File: src/rtl/tpmc_defs.svh
`ifndef TPMC_DEFS_SVH
`define TPMC_DEFS_SVH
// register byte offsets
`define TPMC_OFF_CMD 12'h000
`define TPMC_OFF_RESP 12'h004
`define TPMC_OFF_STAT 12'h008
`define TPMC_OFF_MASK 12'h00C
`define TPMC_OFF_FMODE 12'h010
`define TPMC_OFF_CLRMODE 12'h014
`define TPMC_OFF_PLUGON 12'h018
`define TPMC_OFF_FSET 12'h01C
`define TPMC_OFF_COND 12'h020
`define TPMC_OFF_POL 12'h024
// command word fields
`define TPMC_CMD_OP_LSB 0
`define TPMC_CMD_OP_MSB 3
`define TPMC_CMD_CH_LSB 4
`define TPMC_CMD_CH_MSB 9
`define TPMC_CMD_LIST_BIT 10
`define TPMC_CMD_VAL_BIT 11
`define TPMC_CMD_LAST_LSB 16
`define TPMC_CMD_LAST_MSB 21
// status bits
`define TPMC_ST_DONE 0
`define TPMC_ST_ERR 1
`define TPMC_ST_CLR 2
// query reply string codes, ascii
`define TPMC_STR_INIT 32'h494E4954
`define TPMC_STR_TRIG 32'h54524947
// polarity reset value, status width
`define TPMC_POL_DEFAULT 1'b0
`define TPMC_STAT_W 3
`endif

File: src/rtl/tpmc_pkg.sv
package tpmc_pkg;
	typedef enum logic [3:0]
	{
		TPMC_OP_NOP = 4'h0,
		TPMC_OP_SET_CLRMODE = 4'h1,
		TPMC_OP_Q_CLRMODE = 4'h2,
		TPMC_OP_SET_FM = 4'h3,
		TPMC_OP_Q_FM = 4'h4,
		TPMC_OP_SET_PWM = 4'h5,
		TPMC_OP_Q_PWM = 4'h6,
		TPMC_OP_SQUARE = 4'h7,
		TPMC_OP_PULSE = 4'h8,
		TPMC_OP_COND = 4'h9,
		TPMC_OP_RST = 4'hA
	} tpmc_op_t;
	typedef enum logic [1:0]
	{
		TPMC_SHAPE_PULSE = 2'b01,
		TPMC_SHAPE_SQUARE = 2'b10
	} tpmc_shape_t;
	typedef enum logic [2:0]
	{
		TPMC_PM_SINGLE = 3'b001,
		TPMC_PM_FREQ = 3'b010,
		TPMC_PM_WIDTH = 3'b100
	} tpmc_pmode_t;
endpackage : tpmc_pkg

File: src/rtl/tpmc_top.sv
`include "tpmc_defs.svh"
module tpmc_top #(
	parameter int NCH = 64,
	parameter int FW = 32
)
(
	input wire logic CLK,
	input wire logic NRST,
	input wire logic CE,
	input wire logic PSEL,
	input wire logic PENABLE,
	input wire logic PWRITE,
	input wire logic [11:0] PADDR,
	input wire logic [31:0] PWDATA,
	output logic [31:0] PRDATA,
	output logic PREADY,
	output logic PSLVERR,
	input wire logic INITIATE,
	input wire logic SCAN_TRIG,
	input wire logic ALGO_WR,
	input wire logic [5:0] ALGO_CH,
	input wire logic [FW-1:0] ALGO_VAL,
	output logic [NCH-1:0] COUNT_CLR,
	output logic [NCH-1:0] FM_EN,
	output logic [NCH-1:0] PWM_EN,
	output logic [NCH-1:0] SQUARE_EN,
	output logic [NCH-1:0] COND_FUNC,
	output logic [NCH-1:0] POLARITY,
	output logic IRQ
);
	logic [NCH-1:0] clrmode_q, clrmode_d; // 1 = trigger mode
	logic [NCH-1:0] fm_q, fm_d, pwm_q, pwm_d, sq_q, sq_d, cond_q, cond_d, pol_q, pol_d;
	logic [NCH-1:0] plugon_q, plugon_d, cclr_q, cclr_d, sqen_q, sqen_d;
	logic [FW-1:0] fset_q [NCH];
	logic [FW-1:0] fset_d [NCH];
	logic [31:0] resp_q, resp_d, prdata_q, prdata_d, fsel_q, fsel_d;
	logic [`TPMC_STAT_W-1:0] stat_q, stat_d, mask_q, mask_d, ev;
	logic pready_q, pready_d, pslverr_q, pslverr_d, irq_q, irq_d;
	tpmc_pkg::tpmc_op_t op;
	logic [5:0] ch, last;
	logic islist, val, bad, wr_acc, rd_acc, cmd_go;

	// writes land at the edge that completes the transfer, reads are loaded one edge earlier
	assign wr_acc = PSEL & PENABLE & PWRITE & pready_q;
	assign rd_acc = PSEL & PENABLE & ~PWRITE & ~pready_q;
	assign cmd_go = wr_acc & (PADDR == `TPMC_OFF_CMD);
	assign op = tpmc_pkg::tpmc_op_t'(PWDATA[`TPMC_CMD_OP_MSB:`TPMC_CMD_OP_LSB]);
	assign ch = PWDATA[`TPMC_CMD_CH_MSB:`TPMC_CMD_CH_LSB];
	assign last = PWDATA[`TPMC_CMD_LAST_MSB:`TPMC_CMD_LAST_LSB];
	assign islist = PWDATA[`TPMC_CMD_LIST_BIT];
	assign val = PWDATA[`TPMC_CMD_VAL_BIT];

	// per-channel mode state, command execution
	always_comb
	begin
		clrmode_d = clrmode_q;
		fm_d = fm_q;
		pwm_d = pwm_q;
		sq_d = sq_q;
		cond_d = cond_q;
		pol_d = pol_q;
		plugon_d = plugon_q;
		resp_d = resp_q;
		fsel_d = fsel_q;
		ev = '0;
		ev[`TPMC_ST_CLR] = |cclr_d;
		bad = 1'b0;
		if (cmd_go)
		begin
			ev[`TPMC_ST_DONE] = 1'b1;
			for (int i = 0; i < NCH; i++)
			begin
				if (i[5:0] >= ch && i[5:0] <= (islist ? last : ch) && !plugon_q[i])
					bad = 1'b1;
			end
			if ((op == tpmc_pkg::TPMC_OP_Q_CLRMODE || op == tpmc_pkg::TPMC_OP_Q_FM
				|| op == tpmc_pkg::TPMC_OP_Q_PWM) && islist)
				bad = 1'b1;
			if (op == tpmc_pkg::TPMC_OP_RST)
				bad = 1'b0;
			ev[`TPMC_ST_ERR] = bad;
			if (op == tpmc_pkg::TPMC_OP_RST)
			begin
				fm_d = '0;
				pwm_d = '0;
				cond_d = '1;
				pol_d = {NCH{`TPMC_POL_DEFAULT}};
				clrmode_d = '0;
			end
			else if (!bad)
			begin
				for (int i = 0; i < NCH; i++)
				begin
					if (i[5:0] >= ch && i[5:0] <= (islist ? last : ch))
					begin
						unique case (op)
							tpmc_pkg::TPMC_OP_SET_CLRMODE: clrmode_d[i] = val;
							tpmc_pkg::TPMC_OP_SET_FM:
							begin
								fm_d[i] = val;
								if (val)
									pwm_d[i] = 1'b0;
							end
							tpmc_pkg::TPMC_OP_SET_PWM:
							begin
								pwm_d[i] = val;
								if (val)
									fm_d[i] = 1'b0;
							end
							tpmc_pkg::TPMC_OP_SQUARE:
							begin
								sq_d[i] = 1'b1;
								cond_d[i] = 1'b0;
							end
							tpmc_pkg::TPMC_OP_PULSE:
							begin
								sq_d[i] = 1'b0;
								cond_d[i] = 1'b0;
							end
							tpmc_pkg::TPMC_OP_COND: cond_d[i] = 1'b1;
							default: ;
						endcase
					end
				end
				unique case (op)
					tpmc_pkg::TPMC_OP_Q_CLRMODE:
						resp_d = clrmode_q[ch] ? `TPMC_STR_TRIG : `TPMC_STR_INIT;
					tpmc_pkg::TPMC_OP_Q_FM: resp_d = {31'h0, fm_q[ch]};
					tpmc_pkg::TPMC_OP_Q_PWM: resp_d = {31'h0, pwm_q[ch]};
					default: ;
				endcase
			end
		end
		// only the channels that fit in one data word are reachable here
		if (wr_acc && PADDR == `TPMC_OFF_PLUGON)
			for (int i = 0; i < NCH; i++)
				plugon_d[i] = (i < $bits(PWDATA)) ? PWDATA[i[4:0]] : 1'b0;
		if (wr_acc && PADDR == `TPMC_OFF_POL)
			for (int i = 0; i < NCH; i++)
				pol_d[i] = (i < $bits(PWDATA)) ? PWDATA[i[4:0]] : `TPMC_POL_DEFAULT;
		if (wr_acc && PADDR == `TPMC_OFF_FMODE)
			fsel_d = PWDATA;
		sqen_d = sq_d & fm_d;
	end

	// count clear strobes per channel
	always_comb
	begin
		for (int i = 0; i < NCH; i++)
			cclr_d[i] = clrmode_q[i] ? SCAN_TRIG : INITIATE;
	end

	// frequency settings from algorithm assignments
	always_comb
	begin
		for (int i = 0; i < NCH; i++)
			fset_d[i] = (ALGO_WR && ALGO_CH == i[5:0] && fm_q[i]) ? ALGO_VAL : fset_q[i];
	end

	// apb answer, status and interrupt
	always_comb
	begin
		pready_d = PSEL & PENABLE & ~pready_q;
		pslverr_d = 1'b0;
		prdata_d = prdata_q;
		mask_d = mask_q;
		stat_d = stat_q;
		if (wr_acc && PADDR == `TPMC_OFF_STAT)
			stat_d = stat_q & ~PWDATA[`TPMC_STAT_W-1:0];
		if (wr_acc && PADDR == `TPMC_OFF_MASK)
			mask_d = PWDATA[`TPMC_STAT_W-1:0];
		stat_d = stat_d | ev; // set wins over clear
		if (rd_acc)
		begin
			unique case (PADDR)
				`TPMC_OFF_CMD: prdata_d = '0;
				`TPMC_OFF_RESP: prdata_d = resp_q;
				`TPMC_OFF_STAT: prdata_d = {29'h0, stat_q};
				`TPMC_OFF_MASK: prdata_d = {29'h0, mask_q};
				`TPMC_OFF_FMODE: prdata_d = fsel_q;
				`TPMC_OFF_CLRMODE: prdata_d = 32'(clrmode_q);
				`TPMC_OFF_PLUGON: prdata_d = 32'(plugon_q);
				`TPMC_OFF_FSET: prdata_d = 32'(fset_q[fsel_q[5:0]]);
				`TPMC_OFF_COND: prdata_d = 32'(cond_q);
				`TPMC_OFF_POL: prdata_d = 32'(pol_q);
				default:
				begin
					prdata_d = '0;
					pslverr_d = 1'b1;
				end
			endcase
		end
		irq_d = |(stat_d & mask_d); // tracks the status flops with no lag
	end

	always_ff @(posedge CLK or negedge NRST)
	begin
		if (!NRST)
		begin
			clrmode_q <= '0;
			fm_q <= '0;
			pwm_q <= '0;
			sq_q <= '0;
			sqen_q <= '0;
			cond_q <= '1;
			pol_q <= {NCH{`TPMC_POL_DEFAULT}};
			plugon_q <= '0;
			cclr_q <= '0;
			resp_q <= '0;
			fsel_q <= '0;
			prdata_q <= '0;
			stat_q <= '0;
			mask_q <= '0;
			pready_q <= 1'b0;
			pslverr_q <= 1'b0;
			irq_q <= 1'b0;
			for (int i = 0; i < NCH; i++)
				fset_q[i] <= '0;
		end
		else if (CE)
		begin
			clrmode_q <= clrmode_d;
			fm_q <= fm_d;
			pwm_q <= pwm_d;
			sq_q <= sq_d;
			sqen_q <= sqen_d;
			cond_q <= cond_d;
			pol_q <= pol_d;
			plugon_q <= plugon_d;
			cclr_q <= cclr_d;
			resp_q <= resp_d;
			fsel_q <= fsel_d;
			prdata_q <= prdata_d;
			stat_q <= stat_d;
			mask_q <= mask_d;
			pready_q <= pready_d;
			pslverr_q <= pslverr_d;
			irq_q <= irq_d;
			fset_q <= fset_d;
		end
	end

	assign PRDATA = prdata_q;
	assign PREADY = pready_q;
	assign PSLVERR = pslverr_q;
	assign COUNT_CLR = cclr_q;
	assign FM_EN = fm_q;
	assign PWM_EN = pwm_q;
	assign SQUARE_EN = sqen_q;
	assign COND_FUNC = cond_q;
	assign POLARITY = pol_q;
	assign IRQ = irq_q;

	// checks
	excl_en_a: assert property (@(posedge CLK) disable iff (!NRST) (fm_q & pwm_q) == '0)
		else $error("both modulation enables on");
	init_clr_a: assert property (@(posedge CLK) disable iff (!NRST)
		CE && INITIATE && !SCAN_TRIG && !clrmode_q[0] |=> COUNT_CLR[0])
		else $error("initiate did not clear");
	trig_noclr_a: assert property (@(posedge CLK) disable iff (!NRST)
		CE && !INITIATE && SCAN_TRIG && !clrmode_q[0] |=> !COUNT_CLR[0])
		else $error("trigger cleared initiate channel");
	trig_clr_a: assert property (@(posedge CLK) disable iff (!NRST)
		CE && SCAN_TRIG && clrmode_q[0] |=> COUNT_CLR[0])
		else $error("trigger did not clear");
	bad_err_a: assert property (@(posedge CLK) disable iff (!NRST)
		CE && cmd_go && bad |=> stat_q[`TPMC_ST_ERR])
		else $error("error not flagged");
	list_q_a: assert property (@(posedge CLK) disable iff (!NRST)
		CE && cmd_go && islist && op == tpmc_pkg::TPMC_OP_Q_FM |=> $stable(resp_q))
		else $error("list query answered");
	fm_set_a: assert property (@(posedge CLK) disable iff (!NRST)
		CE && cmd_go && !bad && !islist && op == tpmc_pkg::TPMC_OP_SET_FM && val |=> fm_q[$past(ch)]
		&& !pwm_q[$past(ch)])
		else $error("fm enable not taken");
	rst_cmd_a: assert property (@(posedge CLK) disable iff (!NRST)
		CE && cmd_go && op == tpmc_pkg::TPMC_OP_RST |=> fm_q == '0 && pwm_q == '0 && cond_q == '1)
		else $error("reset command incomplete");
	fset_a: assert property (@(posedge CLK) disable iff (!NRST)
		CE && ALGO_WR && ALGO_CH == 6'h00 && fm_q[0] |=> fset_q[0] == $past(ALGO_VAL))
		else $error("frequency not taken");
	sq_fm_a: assert property (@(posedge CLK) disable iff (!NRST) (SQUARE_EN & ~FM_EN) == '0)
		else $error("square without frequency mode");
	irq_lvl_a: assert property (@(posedge CLK) disable iff (!NRST) IRQ == |(stat_q & mask_q))
		else $error("interrupt level wrong");
	ce_hold_a: assert property (@(posedge CLK) disable iff (!NRST)
		!CE |=> $stable(fm_q) && $stable(clrmode_q) && $stable(stat_q))
		else $error("state moved while disabled");
	cov_trig_c: cover property (@(posedge CLK) CE && SCAN_TRIG && clrmode_q != '0);
	cov_sq_c: cover property (@(posedge CLK) SQUARE_EN != '0);
	cov_err_c: cover property (@(posedge CLK) CE && cmd_go && bad);
	cov_irq_c: cover property (@(posedge CLK) IRQ);
endmodule : tpmc_top

File: config.mk
export PLATFORM = sky130hd
export DESIGN_NAME = tpmc_top
export DESIGN_NICKNAME = d
export VERILOG_FILES = /design/src/rtl/tpmc_pkg.sv /design/src/rtl/tpmc_top.sv
export VERILOG_INCLUDE_DIRS = /design/src /design/src/rtl
export SDC_FILE = /design/constraint.sdc
export NUM_CORES = 2
export LEC_CHECK = 0
export BUFFER_PORTS_ARGS = -buffer_cell sky130_fd_sc_hd__buf_2
export CORE_MARGIN = 2
export CORE_UTILIZATION = 30
export CTS_BUF_LIST = sky130_fd_sc_hd__clkbuf_2 sky130_fd_sc_hd__clkbuf_4 sky130_fd_sc_hd__clkbuf_8
export DETAILED_ROUTE_END_ITERATION = 7
export PLACE_DENSITY_LB_ADDON = 0.25
export REMOVE_ABC_BUFFERS = 1
export SLEW_MARGIN = 20
export SYNTH_ARGS = -nofsm -noshare
export SYNTH_HDL_FRONTEND = slang
export SYNTH_SLANG_ARGS = --single-unit
File: constraint.sdc
create_clock -name CLK -period 3.7 [get_ports CLK]
set_clock_uncertainty 0.1 [all_clocks]
set_input_delay 0.37 -clock CLK [delete_from_list [all_inputs] [get_ports CLK]]
set_output_delay 0.37 -clock CLK [all_outputs]
set_load 0.03 [all_outputs]
; Word level (Yosys, flattened, before mapping)
; Cells that the tools add are included.
[totals]
ff_bits = 2697
out_inout_bits = 419
wordCells = 1782
in_bits = 91
[classes]
reduce_logical = 601
eq_ne = 84
n_bitwise = 17
magnitude_cmp = 130
muxes = 680
[ops]
columns = operator, n
row1 = 2-to-1 mux 64 bit, 15
row2 = AND reduction 5 bit, 129
row3 = 2-to-1 mux 1 bit, 522
row4 = AND reduction 6 bit, 64
row5 = case mux 32 bit (9 select lines), 1
row6 = case mux 1 bit (2 select lines), 130
row7 = logical AND 1 bit, 230
row8 = binary-select mux 32 bit (select 6 bit), 1
row9 = "== test 6 bit, second input constant", 32
row10 = "greater-or-equal comparator 6 bit, first input constant", 32
row11 = "<= comparator 6 bit, first input constant", 32
row12 = AND reduction 2 bit, 67
row13 = nonzero test 2 bit, 67
row14 = "== test 6 x 5 -> 1 bit, second input constant", 16
row15 = "greater-or-equal comparator 5 x 6 -> 1 bit, first input constant", 16
row16 = "<= comparator 5 x 6 -> 1 bit, first input constant", 16
row17 = case mux 32 bit (3 select lines), 1
row18 = bitwise AND 64 bit, 1
row19 = 2-to-1 mux 32 bit, 2
row20 = OR reduction 64 bit, 1
row21 = "== test 12 x 5 -> 1 bit, second input constant", 4
row22 = "== test 6 x 4 -> 1 bit, second input constant", 8
row23 = "greater-or-equal comparator 4 x 6 -> 1 bit, first input constant", 8
row24 = "<= comparator 4 x 6 -> 1 bit, first input constant", 8
row25 = 40 further kinds, 109

; Depth between registers and ports, before layout
[depth]
word_depth = 75
depth_mapped = 16
mapped_depth_nobuf = 10

; Worst setup path after synthesis
; OpenSTA, ideal clock, no wires.
[synth_timing]
path_type = input -> register
startpoint = in PWDATA[18]
endpoint = reg fm_q[22] (netlist: FM_EN[22])
t_arrival_ps = 3408
setup_ps = 130
setup_slack_ps = 62
path_stages = 15
path_cell_list = clkbuf_1 -> clkbuf_1 -> nor3b_1 -> a21oi_1 -> o31ai_1 -> o2111ai_1 -> nor4_1 -> nand3_1 -> or4_1 -> buf_4 -> or3_1 -> buf_2 -> buf_2 -> o211ai_1 -> o21ai_2
[synth_between]
elab_chain_len = 74
word_cells_on_any_way = 232
classes_between = order compare (64) / mux (72) / reduce/logical (96)
[synth_lines]
columns = item, line
row1 = start: declaration, tpmc_top.sv:14  ; input wire logic [31:0] PWDATA,
row2 = 2-to-1 mux 6 bit (*), "tpmc_top.sv:73, tpmc_top.sv:94"
row3 = <= comparator 1 x 6 -> 1 bit, tpmc_top.sv:73  ; if (i[5:0] >= ch && i[5:0] <= (islist ? last : ch) && !plugon_q[i])
row4 = logical AND 1 bit (2 in series), tpmc_top.sv:73
row5 = 2-to-1 mux 1 bit (64 in series), tpmc_top.sv:73
row6 = 2-to-1 mux 1 bit, tpmc_top.sv:76  ; if ((op == tpmc_pkg::TPMC_OP_Q_CLRMODE || op == tpmc_pkg::TPMC_OP_Q_FM
row7 = 2-to-1 mux 1 bit, tpmc_top.sv:79  ; if (op == tpmc_pkg::TPMC_OP_RST)
row8 = 2-to-1 mux 1 bit, tpmc_top.sv:68  ; if (cmd_go)
row9 = 2-to-1 mux 64 bit (*), tpmc_top.sv:90  ; else if (!bad)
row10 = 2-to-1 mux 64 bit (*), tpmc_top.sv:82  ; if (op == tpmc_pkg::TPMC_OP_RST)
row11 = 2-to-1 mux 64 bit (*), tpmc_top.sv:68
row12 = end signal: assignment, tpmc_top.sv:223  ; fm_q <= fm_d;
row13 = end: declaration, tpmc_top.sv:32  ; logic [NCH-1:0] fm_q, fm_d, pwm_q, pwm_d, sq_q, sq_d, cond_q, cond_d, pol_q, pol_d;
; Mark *: on every way between the ends. The rest lies on a longest branch, timed or not. The select of a mux whose other input is x is not followed.
; A chain may end at the register's enable or synchronous reset.

; Worst setup path after layout
[layout_timing]
startpoint = in PWDATA[18]
endpoint = reg pwm_q[25] (netlist: PWM_EN[25])
[layout_between]
elab_chain_len = 73
word_cells_on_any_way = 231
classes_between = order compare (64) / eq/ne (1) / mux (68) / reduce/logical (98)
[layout_lines]
columns = item, line
row1 = 2-to-1 mux 6 bit (*), "tpmc_top.sv:73, tpmc_top.sv:94"
row2 = <= comparator 1 x 6 -> 1 bit, tpmc_top.sv:73
row3 = logical AND 1 bit (2 in series), tpmc_top.sv:73
row4 = 2-to-1 mux 1 bit (64 in series), tpmc_top.sv:73
row5 = 2-to-1 mux 1 bit, tpmc_top.sv:76
row6 = 2-to-1 mux 1 bit, tpmc_top.sv:79
row7 = 2-to-1 mux 1 bit, tpmc_top.sv:68
row8 = inequality test 2 bit (no source line), --
row9 = AND reduction 6 bit (no source line) (*), --
row10 = end signal: assignment, tpmc_top.sv:224  ; pwm_q <= pwm_d;
row11 = end: declaration, tpmc_top.sv:32
; Marked as above.

==> results.md <==
- YS warnings: 0
- Core ar.: roughly 400000 µm²
- Layout area overhead: 21.0%
- Slowest Stage Delay on Critical Path: 0.54 ns
- Final setup fails: 4
- Clock sink count: 2637
- Hold Path Class: input pin to flop
- Worst-margin pin slew: 1.10 ns
- Worst Path Buf+Inv: 7
- Worst endpoint data arrival time: 4.58 ns
- Reg-to-Reg Start: fsel_q[0]$_DFFE_PN0P_
- Vias in the first global route: 84700
- Reg2Reg Depth: 9
- I/O Pins: 510
- Initial DRT Pass Iterations: 6
- First-pass GRT wire length: between 600000 and 700000 µm
- Reg-to-Reg End: PRDATA[11]$_DFFE_PN0P_
- Post-layout power: 61400 µW
- Status: finished with violations
- Remaining Overflow, GRT: 0
- Crit start category: input pin
- Slowest cell on the critical path: dlygate4sd3_1
- Dpl ws: -0.848 ns
- Placed Area: 135000 µm²
- Xor and xnor area share after synthesis: 0
- Number of synthesized flops with an enable pin: 0
- Failing checks: setup timing
- CP delay by family, top: buffers and inverters
- Avg Vias per Cell: 5.32
- Drt drc: 0
- Most common cell after layout, fill and taps aside: dfrtp_1
- Die extent in x: 641 µm
- Final nets: 9447
- Fin crit share: 1.00
- Hold Startpoint: PWDATA[8]
- Layout cell share with drive strength beyond 1: 0.526
- R2r setup slk: 0.05 ns
- CTS tree: built
- Vias: 80700
- Syn Area/Cell: approximately 14 µm²
- DP Cell Count: 14200
- Ys flop type: dfrtp_1
- FF+latch count, synth: 2637
- Chip Height: 641 µm
- Port buffer count: 477
- Async SR Flop Fraction: 1.00
- Mux cell area share after synthesis: 0.339
- Clock latency on the worst-skew pair: ~1.2 ns
- Commonest cells after routing, fill and taps aside: 2567 x dfrtp_1, 2129 x mux2_2, 687 x mux4_2
- DR WL/cell: 31.0 µm
- CP required: roughly 4.6 ns
- Drt first-iter violations: 6038
- Sequential fraction of the synthesis area: 0.542
- CTS H-tree lvls: 5
- Worst hold endpoint: POLARITY[8]$_DFFE_PN0P_
- MaxCap Viol Count: 0
- Largest net degree at the start of global routing: 120
- Fin. max-slew vios: 0
- DP HPWL: 305000 µm
- Fmax: 0.269 GHz
- Critical Path End Type: flop
- # rows: between 200 and 250
- Most used cell, CP: buf_4
- Antenna violations before repair: 34
- Initial core utilization: 0.301
- Clock transition at the registers of the reported paths: roughly 0.060 ns
- Leak: 0.0700 µW
- Synth Instances: approximately 8400
- Post-synthesis instance area: 122000 µm²
- Synth Area in Simple Gates: 0.0399
- Clock root cell: clkbuf_8
- Yosys cell types: 94
- Worst path cell trace: dlygate4sd3_1 -> buf_4 -> nor4b_4 -> buf_4 -> a211oi_1 -> o21ai_1 -> o22a_1 -> o221ai_2 -> or3_1 -> or4_4 -> buf_4 -> buf_4 -> o31ai_4 -> buf_12 -> buf_12 -> nand2_1 -> mux2_1
- Largest family of logic cells by synthesized area: multiplexers
- Aggregate routed wire length: roughly 470000 µm
- Die Area: 411000 µm²
- Min Tclk post-route: 3.71 ns
- Adder-Cell Fraction of Synth Area: 0
- Compound-Gate Fraction of Synth Area: 0.0475
- Final WS setup: -0.0140 ns
- Hold depth: 5
- CTS Buf Count: 451
- Number of routed nets with antenna violations: 0
- Final Non-Filler Cells: about 15000
- GRT Total Usage: 0.225
- Final hold viol count: 0
- Slew HR: 0.267
- Crit Path Max Fanout: 12
- Placer Congestion: ~0.94
- Critical path class: input pin to flop
- Pwr Density: 416 nW/µm²
- Clk buf depth: 4
- Util after Layout: 0.364
- Post-Layout Inst Area: 147000 µm²
- Peak supply drop: 0.304 mV
## synth_stat cells, drive strengths merged, types with 120 or more instances
library cell / number / area (µm²)
nand3: 200 / 1000
nor2: 152 / 571
mux2i: 144 / 1460
dfrtp: 2573 / 64400
nand2: 317 / 1190
and2: 120 / 751
clkbuf: 613 / 2300
mux2: 2167 / 24400
mux4: 687 / 15500
a21oi: 141 / 706
buf: 296 / 1390
o21ai: 295 / 1520
## per-stage QoR
step	hold WS (ns)	TNS, ns
6_report	0.0425	-0.0336
5_1_grt	-0.00248	-0.00728
4_1_cts	0.000488	0
3_5_place_dp	0.265	-141.61
3_3_place_gp	0.264	-157.86
2_1_floorplan	-0.0256	-1040.10
## flip-flops by register name (all words and copies together), names as in the netlist, 3 cells and up
signal     flops
plugon_q      32
COUNT_CLR     64
PRDATA        32
clrmode_q     64
stat_q         3
fsel_q        32
COND_FUNC     64
sq_q          64
mask_q         3
POLARITY      32
PWM_EN        64
resp_q         4
SQUARE_EN     64
FM_EN         64
fset_q      2048
## how the worst max path moves through the flow
stage | start | endpoint | depth (start not counted)
after floorplan | fsel_q[0]$_DFFE_PN0P_ | PRDATA[10]$_DFFE_PN0P_ | 6
after global placement | PWDATA[6] | SQUARE_EN[2]$_DFFE_PN0P_ | 16
after detailed placement | PWDATA[10] | SQUARE_EN[2]$_DFFE_PN0P_ | 15
after CTS | PWDATA[8] | PWM_EN[25]$_DFFE_PN0P_ | 17
after global routing | PWDATA[18] | PWM_EN[19]$_DFFE_PN0P_ | 17
final | PWDATA[18] | PWM_EN[25]$_DFFE_PN0P_ | 17
## where the power goes
part | internal, µW | total [µW] | switching, µW | leakage, µW
clock network | 16300 | 28900 | 12600 | 0.00531
logic | 927 | 3320 | 2390 | 0.0283
registers | 29000 | 29200 | 135 | 0.0364
## metal layers
layer / GRT usage / vias to the layer above / share of wire
met3: 0.0369 / 830 / 0.055
met1: 0.301 / 43900 / 0.43
li1: - / 33300 / -
met5: 0 / - / 0.00029
met4: 0.0945 / 20 / 0.049
met2: 0.363 / 2685 / 0.47
## worst min-delay path: stages
cell,delay (ns)
dlymetal6s4s_1,0.24
buf_6,0.17
buf_4,0.18
nand2_1,0.14
o21ai_0,0.10
## area by class of cell
cell class	instances	area, µm²
Fill cell	38600	258000
Sequential cell	2637	66100
Multi-Input combinational cell	4877	52900
Timing Repair Buffer	1370	11500
Clock buffer	763	9380
Tap cell	5428	6790
Clock inverter	56	571
Inverter	19	71.3
Antenna cell	15	37.5
## logic make-up (layout without fill, tap and decap cells)
family	count (synthesis)	count (layout)
AO/OA/AOI/OAI	855	855
other	1	47
buffers and inverters	928	2208
flip-flops	2637	2637
multiplexers	2998	2998
AND/OR/NAND/NOR	992	992
## what timing repair did
item                                    CTS  global route
endpoints found under the hold margin  2989           194
setup endpoints to repair                25           174
hold buffers                            128             4
buffers inserted                          2            22
cloned                                    1             3
resized for setup                         9            56
pin swaps                                 0            11
(Power assumes the default switching activity.)
